**config.mk**
```make
export PLATFORM = sky130hd
export DESIGN_NAME = sfpi_pins
export DESIGN_NICKNAME = d
export VERILOG_FILES = /design/src/sfpi_pkg.sv /design/src/sfpi_pins.sv
export VERILOG_INCLUDE_DIRS = /design/src
export SDC_FILE = /design/constraint.sdc
export NUM_CORES = 1
export LEC_CHECK = 0
export BUFFER_PORTS_ARGS = -buffer_cell sky130_fd_sc_hd__buf_2
export CELL_PAD_IN_SITES_DETAIL_PLACEMENT = 0
export CELL_PAD_IN_SITES_GLOBAL_PLACEMENT = 1
export CORE_MARGIN = 3
export CORE_UTILIZATION = 38
export DETAILED_ROUTE_END_ITERATION = 6
export HOLD_SLACK_MARGIN = 0.15
export PLACE_DENSITY_LB_ADDON = 0.25
export SETUP_SLACK_MARGIN = 0.3
export SLEW_MARGIN = 10
export SYNTH_ARGS = -nofsm -noshare
export SYNTH_HDL_FRONTEND = slang
export SYNTH_SLANG_ARGS = --single-unit
```
**constraint.sdc**
```tcl
create_clock -name I_CLK -period 2 [get_ports I_CLK]
set_input_delay 0.2 -clock I_CLK [delete_from_list [all_inputs] [get_ports I_CLK]]
set_output_delay 0.2 -clock I_CLK [all_outputs]
set_load 0.01 [all_outputs]
```
**src/sfpi_map.svh**
```systemverilog
// register-free constants for the serial flash pin front end
`ifndef SFPI_MAP_SVH
`define SFPI_MAP_SVH
`define SFPI_CFG_PIN_DIS_BIT 4
`define SFPI_SR_WR_DIS_BIT 7
`define SFPI_SR_RESET 8'h00
`define SFPI_LANE_WIDTH 4
`define SFPI_PIN_IDLE 8'hfa
`endif

```
**src/sfpi_pkg.sv**
```systemverilog
// types for the serial flash pin front end
`include "sfpi_map.svh"
package sfpi_pkg;
    typedef enum logic [2:0] {
        SFPI_LANES_SINGLE = 3'b001,
        SFPI_LANES_DUAL = 3'b010,
        SFPI_LANES_QUAD = 3'b100
    } sfpi_lanes_t;
    typedef enum logic [2:0] {
        SFPI_PROTO_EXTENDED = 3'b001,
        SFPI_PROTO_DUAL = 3'b010,
        SFPI_PROTO_QUAD = 3'b100
    } sfpi_proto_t;
    typedef enum logic [3:0] {
        SFPI_ST_STANDBY = 4'b0001,
        SFPI_ST_ACTIVE = 4'b0010,
        SFPI_ST_HOLD = 4'b0100,
        SFPI_ST_RESET = 4'b1000
    } sfpi_state_t;
endpackage : sfpi_pkg

```
**src/sfpi_pins.sv**
```systemverilog
// pin front end of a multi-lane serial flash: select, clock, hold, reset
`timescale 1ns/1ps
`default_nettype none
`include "sfpi_map.svh"

// Overview of operation
// - select high enters standby unless busy
// - deselected ignores inputs, outputs float
// - dedicated reset pin works while deselected
// - select low enters active mode
// - command bits sampled on rising clock
// - single rate: sample rise, launch fall
// - double rate: sample and drive both
// - reset pin low resets, floats outputs
// - config bit four disables reset pin
// - shared reset inactive in quad protocol
// - hold pauses, floats outputs, ignores inputs
// - config bit four disables hold
// - shared hold off in quad or double
// - write-disable and protect low block writes
// - protect pin is lane two, ignored in quad
// - single: lane0 in, lane1 out
// - dual: lanes one, zero bidirectional
// - quad: all four lanes bidirectional
// - status bit seven is write-disable
module sfpi_pins
    import sfpi_pkg::*;
#(
    parameter bit SHARED_RESET = 1'b1,
    parameter bit SHARED_HOLD = 1'b0,
    parameter bit DEDICATED_RESET = 1'b0
) (
    // clock and reset
    input wire logic I_CLK,
    input wire logic I_NRST,
    // link pins
    input wire logic I_SEL_N,
    input wire logic I_SCK,
    input wire logic I_RESET_N,
    input wire logic [3:0] I_DQ,
    output logic [3:0] O_DQ,
    output logic [3:0] O_DQ_OE,
    // configuration from the core
    input wire logic I_NVCFG_PIN_DIS_N,
    input wire logic I_EVCFG_PIN_DIS_N,
    input wire logic [2:0] I_PROTO,
    input wire logic [2:0] I_LANES,
    input wire logic I_DOUBLE_RATE,
    input wire logic I_BUSY,
    input wire logic I_SR_WRITE_REQ,
    input wire logic [7:0] I_SR_WDATA,
    // core data path
    input wire logic I_TX_EN,
    input wire logic [3:0] I_TX_DATA,
    output logic O_TX_TAKE,
    output logic [3:0] O_RX_DATA,
    output logic O_RX_VALID,
    output logic O_RX_ON_RISE,
    // status to the core
    output logic O_ACTIVE,
    output logic O_STANDBY,
    output logic O_HOLD,
    output logic O_PIN_RESET,
    output logic O_CMD_START,
    output logic O_CMD_END,
    output logic O_SR_WRITE_DONE,
    output logic O_SR_WRITE_BLOCKED,
    output logic [7:0] O_SR
);
    // two-flop synchronisers for every pin
    logic [7:0] pin_meta_q;
    logic [7:0] pin_sync_q;
    logic [7:0] pin_prev_q;
    wire [7:0] pin_raw = {I_DQ, I_RESET_N, I_SCK, I_SEL_N, 1'b0};

    always_ff @(posedge I_CLK or negedge I_NRST) begin
        if (!I_NRST) begin
            // idle pin levels, so no false select or clock edge after reset
            pin_meta_q <= `SFPI_PIN_IDLE;
            pin_sync_q <= `SFPI_PIN_IDLE;
            pin_prev_q <= `SFPI_PIN_IDLE;
        end else begin
            pin_meta_q <= pin_raw;
            pin_sync_q <= pin_meta_q;
            pin_prev_q <= pin_sync_q;
        end
    end

    wire sel_n = pin_sync_q[1];
    wire sck = pin_sync_q[2];
    wire rst_pin_n = pin_sync_q[3];
    wire [3:0] dq_in = pin_sync_q[7:4];
    wire sel_fall = pin_prev_q[1] & ~sel_n;
    wire sel_rise = ~pin_prev_q[1] & sel_n;
    wire sck_rise = sck & ~pin_prev_q[2];
    wire sck_fall = ~sck & pin_prev_q[2];

    // pin function enables
    wire cfg_dis = ~I_NVCFG_PIN_DIS_N | ~I_EVCFG_PIN_DIS_N;
    wire quad_proto = I_PROTO == SFPI_PROTO_QUAD;
    wire rst_shared_on = SHARED_RESET & ~quad_proto;
    wire hold_shared_on = SHARED_HOLD & ~quad_proto & ~I_DOUBLE_RATE;
    wire rst_pin_low = DEDICATED_RESET ? ~rst_pin_n : ~dq_in[3];
    // dedicated pin sampled regardless of select
    wire rst_act = ~cfg_dis & rst_pin_low
                   & (DEDICATED_RESET | (rst_shared_on & ~sel_n));
    wire hold_act = ~cfg_dis & hold_shared_on & ~dq_in[3] & ~sel_n;

    // lanes that carry data both ways for a lane code
    function automatic logic [3:0] sfpi_lane_mask(input logic [2:0] code);
        logic [3:0] m;
        m = 4'h0;
        if (code == SFPI_LANES_QUAD) begin
            m = 4'hf;
        end else if (code == SFPI_LANES_DUAL) begin
            m = 4'h3;
        end
        return m;
    endfunction : sfpi_lane_mask

    // lane usage: single, dual, quad
    wire [3:0] lane_bidir = sfpi_lane_mask(I_LANES);

    sfpi_state_t state_q;
    sfpi_state_t state_d;
    logic armed_q;

    always_comb begin
        state_d = state_q;
        case (state_q)
            SFPI_ST_STANDBY: begin
                if (rst_act) begin
                    state_d = SFPI_ST_RESET;
                end else if (sel_fall) begin
                    state_d = SFPI_ST_ACTIVE;
                end
            end
            SFPI_ST_ACTIVE: begin
                if (rst_act) begin
                    state_d = SFPI_ST_RESET;
                end else if (sel_n) begin
                    state_d = SFPI_ST_STANDBY;
                end else if (hold_act) begin
                    state_d = SFPI_ST_HOLD;
                end
            end
            SFPI_ST_HOLD: begin
                if (rst_act) begin
                    state_d = SFPI_ST_RESET;
                end else if (sel_n) begin
                    state_d = SFPI_ST_STANDBY;
                end else if (!hold_act) begin
                    state_d = SFPI_ST_ACTIVE;
                end
            end
            SFPI_ST_RESET: begin
                if (!rst_act) begin
                    state_d = SFPI_ST_STANDBY;
                end
            end
            default: begin
                state_d = SFPI_ST_STANDBY;
            end
        endcase
    end

    // commands only after a select fall seen since reset
    always_ff @(posedge I_CLK or negedge I_NRST) begin
        if (!I_NRST) begin
            state_q <= SFPI_ST_STANDBY;
            armed_q <= 1'b0;
        end else begin
            state_q <= state_d;
            if (state_q == SFPI_ST_RESET) begin
                armed_q <= 1'b0;
            end else if (sel_fall) begin
                armed_q <= 1'b1;
            end
        end
    end

    wire active = (state_q == SFPI_ST_ACTIVE) & armed_q & ~sel_n;
    // rise always samples; fall samples only at double rate
    wire sample_ev = active & (sck_rise | (I_DOUBLE_RATE & sck_fall));
    wire launch_ev = active & I_TX_EN
                     & (sck_fall | (I_DOUBLE_RATE & sck_rise));
    wire [3:0] rx_mask = (I_LANES == SFPI_LANES_SINGLE) ? 4'h1 : lane_bidir;
    wire [3:0] tx_mask = (I_LANES == SFPI_LANES_SINGLE) ? 4'h2 : lane_bidir;

    logic [3:0] rx_q;
    logic rx_valid_q;
    logic rx_rise_q;
    logic [3:0] tx_q;
    logic tx_oe_q;

    always_ff @(posedge I_CLK or negedge I_NRST) begin
        if (!I_NRST) begin
            rx_q <= 4'h0;
            rx_valid_q <= 1'b0;
            rx_rise_q <= 1'b0;
        end else begin
            rx_valid_q <= sample_ev & ~I_TX_EN;
            if (sample_ev) begin
                rx_q <= dq_in & rx_mask;
                rx_rise_q <= sck_rise;
            end
        end
    end

    always_ff @(posedge I_CLK or negedge I_NRST) begin
        if (!I_NRST) begin
            tx_q <= 4'h0;
            tx_oe_q <= 1'b0;
        end else begin
            if (!active || !I_TX_EN) begin
                tx_oe_q <= 1'b0;
            end else if (launch_ev) begin
                tx_oe_q <= 1'b1;
            end
            if (launch_ev) begin
                tx_q <= (I_LANES == SFPI_LANES_SINGLE) ?
                        {2'b00, I_TX_DATA[0], 1'b0} : I_TX_DATA & tx_mask;
            end
        end
    end

    // drive stops at once when the device leaves the active state
    assign O_DQ = tx_q;
    assign O_DQ_OE = (tx_oe_q & active) ? tx_mask : 4'h0;
    assign O_TX_TAKE = launch_ev;
    assign O_RX_DATA = rx_q;
    assign O_RX_VALID = rx_valid_q;
    assign O_RX_ON_RISE = rx_rise_q;

    // status register with hardware write protection
    logic [7:0] sr_q;
    logic sr_done_q;
    logic sr_blk_q;
    logic sr_pend_q;
    wire wp_pin_n = dq_in[2];
    wire wp_is_data = lane_bidir[2];
    wire sr_locked = sr_q[`SFPI_SR_WR_DIS_BIT] & ~wp_pin_n
                     & ~wp_is_data;
    wire cmd_end = sel_rise & armed_q;

    always_ff @(posedge I_CLK or negedge I_NRST) begin
        if (!I_NRST) begin
            sr_q <= `SFPI_SR_RESET;
            sr_done_q <= 1'b0;
            sr_blk_q <= 1'b0;
            sr_pend_q <= 1'b0;
        end else begin
            sr_done_q <= 1'b0;
            sr_blk_q <= 1'b0;
            if (state_q == SFPI_ST_RESET) begin
                sr_pend_q <= 1'b0;
            end else if (I_SR_WRITE_REQ && active) begin
                sr_pend_q <= 1'b1;
            end else if (cmd_end && sr_pend_q) begin
                sr_pend_q <= 1'b0;
                if (sr_locked) begin
                    sr_blk_q <= 1'b1;
                end else begin
                    sr_q <= I_SR_WDATA;
                    sr_done_q <= 1'b1;
                end
            end
        end
    end

    // busy keeps the device out of standby while selected is high
    assign O_ACTIVE = active;
    assign O_STANDBY = (state_q == SFPI_ST_STANDBY) & ~I_BUSY;
    assign O_HOLD = state_q == SFPI_ST_HOLD;
    assign O_PIN_RESET = state_q == SFPI_ST_RESET;
    assign O_CMD_START = sel_fall & (state_q == SFPI_ST_STANDBY) & ~rst_act;
    assign O_CMD_END = cmd_end;
    assign O_SR_WRITE_DONE = sr_done_q;
    assign O_SR_WRITE_BLOCKED = sr_blk_q;
    assign O_SR = sr_q;
endmodule : sfpi_pins
`default_nettype wire

```
### Yosys cells after proc, flatten, opt, wreduce, memory -nomap -nowiden

Index checks and enable logic that the tools add are counted.

* input port bits: 33
* register bits: 43
* output and inout port bits: 31
* logic and storage cells: 108

* reductions and logical operators: 10
* muxes and demuxes: 29
* bitwise gates (word level): 44
* equality and inequality tests: 11

Operators by type and width (number)
* 4-bit 2-to-1 mux: 11
* 1-bit bitwise AND: 22
* 1-bit NOT: 17
* 4-bit one-hot mux with 4 select lines: 1
* 1-bit 2-to-1 mux: 15
* 4-bit bitwise AND: 2
* 3-bit equality test, second input constant: 2
* 3-bit inequality test, second input constant: 2
* 4-bit by 1-bit equality test with 1-bit output, second input constant: 1
* 4-bit by 2-bit equality test with 1-bit output, second input constant: 1
* 4-bit by 3-bit equality test with 1-bit output, second input constant: 1
* 4-bit equality test, second input constant: 1
* 2-bit 2-to-1 mux: 2
* 4-bit AND reduction: 1
* 2-bit nonzero test: 2
* 3-bit by 1-bit equality test with 1-bit output, second input constant: 1
* 3-bit by 2-bit equality test with 1-bit output, second input constant: 1
* 1-bit OR: 3
* 3-bit AND reduction: 1
* 3-bit nonzero test: 1
* 1-bit logical AND: 2
* 1-bit zero test: 2
* 2-bit inequality test, second input constant: 1
* 1-bit logical OR: 1

### Longest topological paths before layout

* depth in word-level cells: 9
* gate-level depth with buffers: 5
* gate-level depth less buffers: 3

### Least setup slack after synthesis

Ideal clock, no wire load.

* path kind: reg-to-output
* from: register state_q[3]
* to: output port O_DQ_OE[3]
* arrival time: 1.507 ns
* stages on the path, launching flop included: 6
* setup slack: 0.293 ns
* required time: 1.800 ns
* buffers on the path: 2
* cells stage by stage: dfrtp_1 nor4b_4 and2_1 clkbuf_1 and3_1 buf_4

* cells in the longest elaborated chain, start to end: 5

RTL lines
* from (decl): line sfpi_pins.sv:124 `sfpi_state_t state_q;`
* from (signal assigned): line sfpi_pins.sv:173 `state_q <= state_d;`
* 4-bit by 2-bit equality test with 1-bit output: line sfpi_pins.sv:182 `wire active = (state_q == SFPI_ST_ACTIVE) & armed_q & ~sel_n;`
* 1-bit bitwise AND (2 in a row): line sfpi_pins.sv:182
* via O_ACTIVE: line sfpi_pins.sv:60 `output logic O_ACTIVE,`
* 1-bit bitwise AND: line sfpi_pins.sv:229 `assign O_DQ_OE = (tx_oe_q & active) ? tx_mask : 4'h0;`
* 4-bit 2-to-1 mux: line sfpi_pins.sv:229
* to (decl): line sfpi_pins.sv:42 `output logic [3:0] O_DQ_OE,`

The timed path passes the listed nets, and every way through them passes these cells.

### Worst setup path after layout

* from: register state_q[3]
* to: output port O_DQ_OE[3]

* cells in the longest elaborated chain, start to end: 5

RTL lines (line)
* 4-bit by 2-bit equality test with 1-bit output: sfpi_pins.sv:182
* 1-bit bitwise AND (2 in a row): sfpi_pins.sv:182
* 1-bit bitwise AND: sfpi_pins.sv:229
* 4-bit 2-to-1 mux: sfpi_pins.sv:229

Every way passes these cells.

==> results.sh <==
export IMPL_synthesis_area_sq_mm=0.00177
export IMPL_ys_seq_area_share_pct=57.5
export IMPL_die_area_sq_mm=0.00551
export IMPL_area_growth_pct=41.4
export IMPL_power_density_mw_per_mm2=825
export IMPL_drtIter0Drc=56
export IMPL_tns_ps=0
export IMPL_layout_nets=255
export IMPL_gp_congestion=0.813
export IMPL_cts_max_path_buffers=2
export IMPL_ys_ff_latch=40
export IMPL_cts_root_buf="clkbuf_8"
export IMPL_cp_slowest_cell="dfrtp_2"
export IMPL_rsz0062_at_grt="yes"
export IMPL_p_comb_share_pct=20.7
export IMPL_worstPathArrival_ps=1510
export IMPL_hpwlAfterDp_mm=2.75
export IMPL_antenna_found_initial=0
export IMPL_fp_row_count=24
export IMPL_worstMarginPinSlew_ps=871
export IMPL_seq_power_share_pct=48.3
export IMPL_grt_max_degree=41
export IMPL_drv_slew=0
export IMPL_fp_coreArea_sq_mm=0.00441
export IMPL_drt_wl_total_mm=3.83
export IMPL_end_kind="primary output"
export IMPL_swShare_pct=25.4
export IMPL_cts_clk_slew_worst_paths_ps=80
export IMPL_ant_nets=0
export IMPL_critPathMaxFanout=7
export IMPL_drive_above_1_share_pct=49.8
export IMPL_grt_pass1_wl_mm=6.16
export IMPL_setup_ws_ps=287
export IMPL_status="finished clean"
export IMPL_hold_violations=0
export IMPL_grt_pass1_vias=1331
export IMPL_h_tree_depth=2
export IMPL_timing_final_crit_share_pct=85.7
export IMPL_critPathTopFamily="simple AND/OR/NAND/NOR gates"
export IMPL_crit_chain="nor4b_4 -> and2_4 -> and3_4 -> buf_2"
export IMPL_power_frac_clock_pct=31.0
export IMPL_ioPinCount=64
export IMPL_power_uw=2060
export IMPL_fmax_mhz=584
export IMPL_peakVddDrop_mv=0.502
export IMPL_start_util_pct=40.1
export IMPL_setup_violations=0
export IMPL_die_w_um=74.2
export IMPL_drc_errors=0
export IMPL_crit_required_ps=1800
export IMPL_antenna_cells=0
export IMPL_vias_per_cell=4.82
export IMPL_grt_ovfl_total=0
export IMPL_hp_class="in -> reg"
export IMPL_grt_usage_pct=14.8
export IMPL_synthCells=135
export IMPL_cap_violations=0
export IMPL_wl_per_cell_um=13.9
export IMPL_drt_pass1_iter_count=4
export IMPL_die_y_um=74.2
export IMPL_cts_made_buffers=5
export IMPL_whs_ps=184
export IMPL_ys_warn_count=0
export IMPL_worst_setup_path_start_kind="flip-flop"
export IMPL_fill_cells=389
export IMPL_io_buffers=61
export IMPL_p_sw_uw=523
export IMPL_slowest_delay_ps=460
export IMPL_period_minus_slack_ps=1710
export IMPL_fin_worst_skew_ps=6.51
export IMPL_synth_avg_cell_area_sq_um=13.1
export IMPL_cts_sinks=40
export IMPL_critPathBufInv=1
export IMPL_place_ws_ps=132
export IMPL_p_int_uw=1540
export IMPL_yosysUniqueCellTypes=44
export IMPL_clk_latency_ps=280
export IMPL_syn_nets=168
export IMPL_vias=1325
export IMPL_critical_path_class="reg -> out"
export IMPL_power_leakage_uw=0.00126
export IMPL_maxSlewHeadroom_pct=41.9
export IMPL_tritoncts="done"
[layer usage]
layer / wire length, um / GRT usage, %
met1: 1600 / 18.6
met2: 1900 / 24.3
met3: 287 / 4.73
met4: 46 / 4.74
met5: 0 / 0
[worst paths after layout]
check                                             start                 endpoint  slack, ps  cells past startpoint
max in group asynchronous                        I_NRST   state_q[3]$_DFFE_PN0P_        830                      2
worst min-delay path                       I_TX_DATA[3]      O_DQ[3]$_DFFE_PN0P_        180                      3
min in group asynchronous                        I_NRST      O_SR[4]$_DFFE_PN0P_        570                      2
worst min register to register  pin_meta_q[6]$_DFF_PN1_  pin_sync_q[6]$_DFF_PN1_        360                      0
worst max register to register   state_q[3]$_DFFE_PN0P_      O_DQ[0]$_DFFE_PN0P_        340                      4
worst max-delay path             state_q[3]$_DFFE_PN0P_               O_DQ_OE[3]        290                      4
[metrics by stage]
stage | area, sq um | utilization, % | std cells
6_report | 2500 | 56.6 | 275
3_3_place_gp | 2100 | 47.7 | 242
4_1_cts | 2440 | 55.3 | 271
5_1_grt | 2500 | 56.6 | 275
2_1_floorplan | 1770 | - | 135
3_5_place_dp | 2100 | 47.7 | 242
[power by group through the flow]
stage	Clock, uW	Combinational (uW)	Sequential [uW]
after global routing	692	465	1010
after global placement	0	373	1000
after floorplan	0	178	1040
after detailed placement	0	387	1010
final	639	427	997
after CTS	657	420	1000
[flip-flops by register name, indices dropped and copies added, names as in the netlist]
signal	flops
O_SR	8
pin_meta_q	6
pin_sync_q	6
O_DQ	4
O_RX_DATA	4
state_q	3
pin_prev_q	2
O_RX_ON_RISE	1
O_RX_VALID	1
O_SR_WRITE_BLOCKED	1
O_SR_WRITE_DONE	1
armed_q	1
sr_pend_q	1
tx_oe_q	1
[worst reg2reg max path: cells and delay by family, from the launching register on]
kind / cells / cell delay, ps
AOI/OAI and AO/OA: 1 / 260
buffers and inverters: 1 / 180
DFF: 1 / 460
muxes: 1 / 330
and+or+nand+nor: 1 / 320
[timing repair]
item,4_1_cts,5_1_grt
endpoints found under the setup margin,17,19
buffers inserted,4,4
gates resized for setup,9,3
hold endpoints to repair,44,0
pin swaps,3,1
hold buffers,17,0
[cells in the final DEF (no fill, tap or decap), types with 2 or more instances in the layout]
| cell type | instances |
|---|---|
| nor3_1 | 2 |
| dlygate4sd3_1 | 17 |
| mux2i_1 | 5 |
| dfstp_2 | 12 |
| clkbuf_8 | 5 |
| dfrtp_1 | 26 |
| inv_1 | 10 |
| dfrtp_2 | 2 |
| nand2b_1 | 5 |
| buf_2 | 59 |
| buf_4 | 8 |
| mux2_1 | 2 |
| nand3_1 | 2 |
| a21oi_1 | 5 |
| nor4bb_1 | 3 |
| nand2_1 | 5 |
| xor2_1 | 2 |
| nor2b_1 | 3 |
| nor2_1 | 2 |
| mux2_4 | 8 |
| and3b_1 | 3 |
| buf_6 | 2 |
| nand3b_1 | 3 |
[kinds of logic (layout without fill, tap and decap cells)]
| kind of cell | after synthesis | after routing | synth area share [%] |
|---|---|---|---|
| flops | 40 | 40 | 57.5 |
| xor+xnor | 2 | 2 | 0.991 |
| other cells | 1 | 1 | 0.212 |
| simple gates | 44 | 44 | 18.3 |
| buf+inv | 17 | 105 | 4.46 |
| mux | 16 | 16 | 11.5 |
| compound gates | 15 | 15 | 7.08 |
[cells in the mapped netlist]
library cell / number / share of area [%]
a221o_1: 1 / 0.57
o21ai_0: 1 / 0.28
or3_1: 1 / 0.35
mux2_1: 2 / 1.3
a21oi_1: 5 / 1.4
or3b_1: 1 / 0.50
and3b_1: 4 / 2.0
a41oi_1: 1 / 0.50
or3b_2: 1 / 0.50
o21a_1: 1 / 0.42
mux2i_1: 5 / 2.8
nor4b_4: 1 / 1.3
nor3b_4: 1 / 1.1
nor3_1: 2 / 0.57
o211ai_2: 1 / 0.71
and4b_1: 1 / 0.57
buf_6: 1 / 0.64
nor4bb_1: 3 / 1.7
inv_1: 10 / 2.1
nor4_1: 1 / 0.35
a211oi_4: 1 / 1.1
dfrtp_1: 28 / 40
and2_1: 1 / 0.35
o211ai_1: 1 / 0.42
nand3b_1: 3 / 1.3
mux2_2: 1 / 0.64
nand3_1: 2 / 0.57
nor2b_1: 3 / 1.1
buf_4: 2 / 0.85
dfstp_2: 12 / 18
xor2_1: 2 / 0.99
nor3b_1: 2 / 0.85
and3_1: 2 / 0.71
or2b_1: 1 / 0.42
conb_1: 1 / 0.21
nand4b_1: 1 / 0.50
nor2_1: 2 / 0.42
clkbuf_1: 4 / 0.85
o2111a_1: 2 / 1.3
or2_1: 1 / 0.35
nand2_1: 5 / 1.1
o22ai_1: 1 / 0.35
nand2b_1: 5 / 1.8
mux2_4: 8 / 6.8
[layout make-up]
| type | count | area (sq um) | area share, % |
|---|---|---|---|
| timing repair buffer | 87 | 568 | 22.7 |
| multi-input combinational | 78 | 703 | 28.1 |
| inverter | 10 | 37.5 | 1.50 |
| clock buffer | 6 | 72.6 | 2.90 |
| sequential | 40 | 1020 | 40.7 |
| clock inverter | 2 | 35.0 | 1.40 |
| tap | 52 | 65.1 | 2.60 |
(Power assumes the default switching activity.)
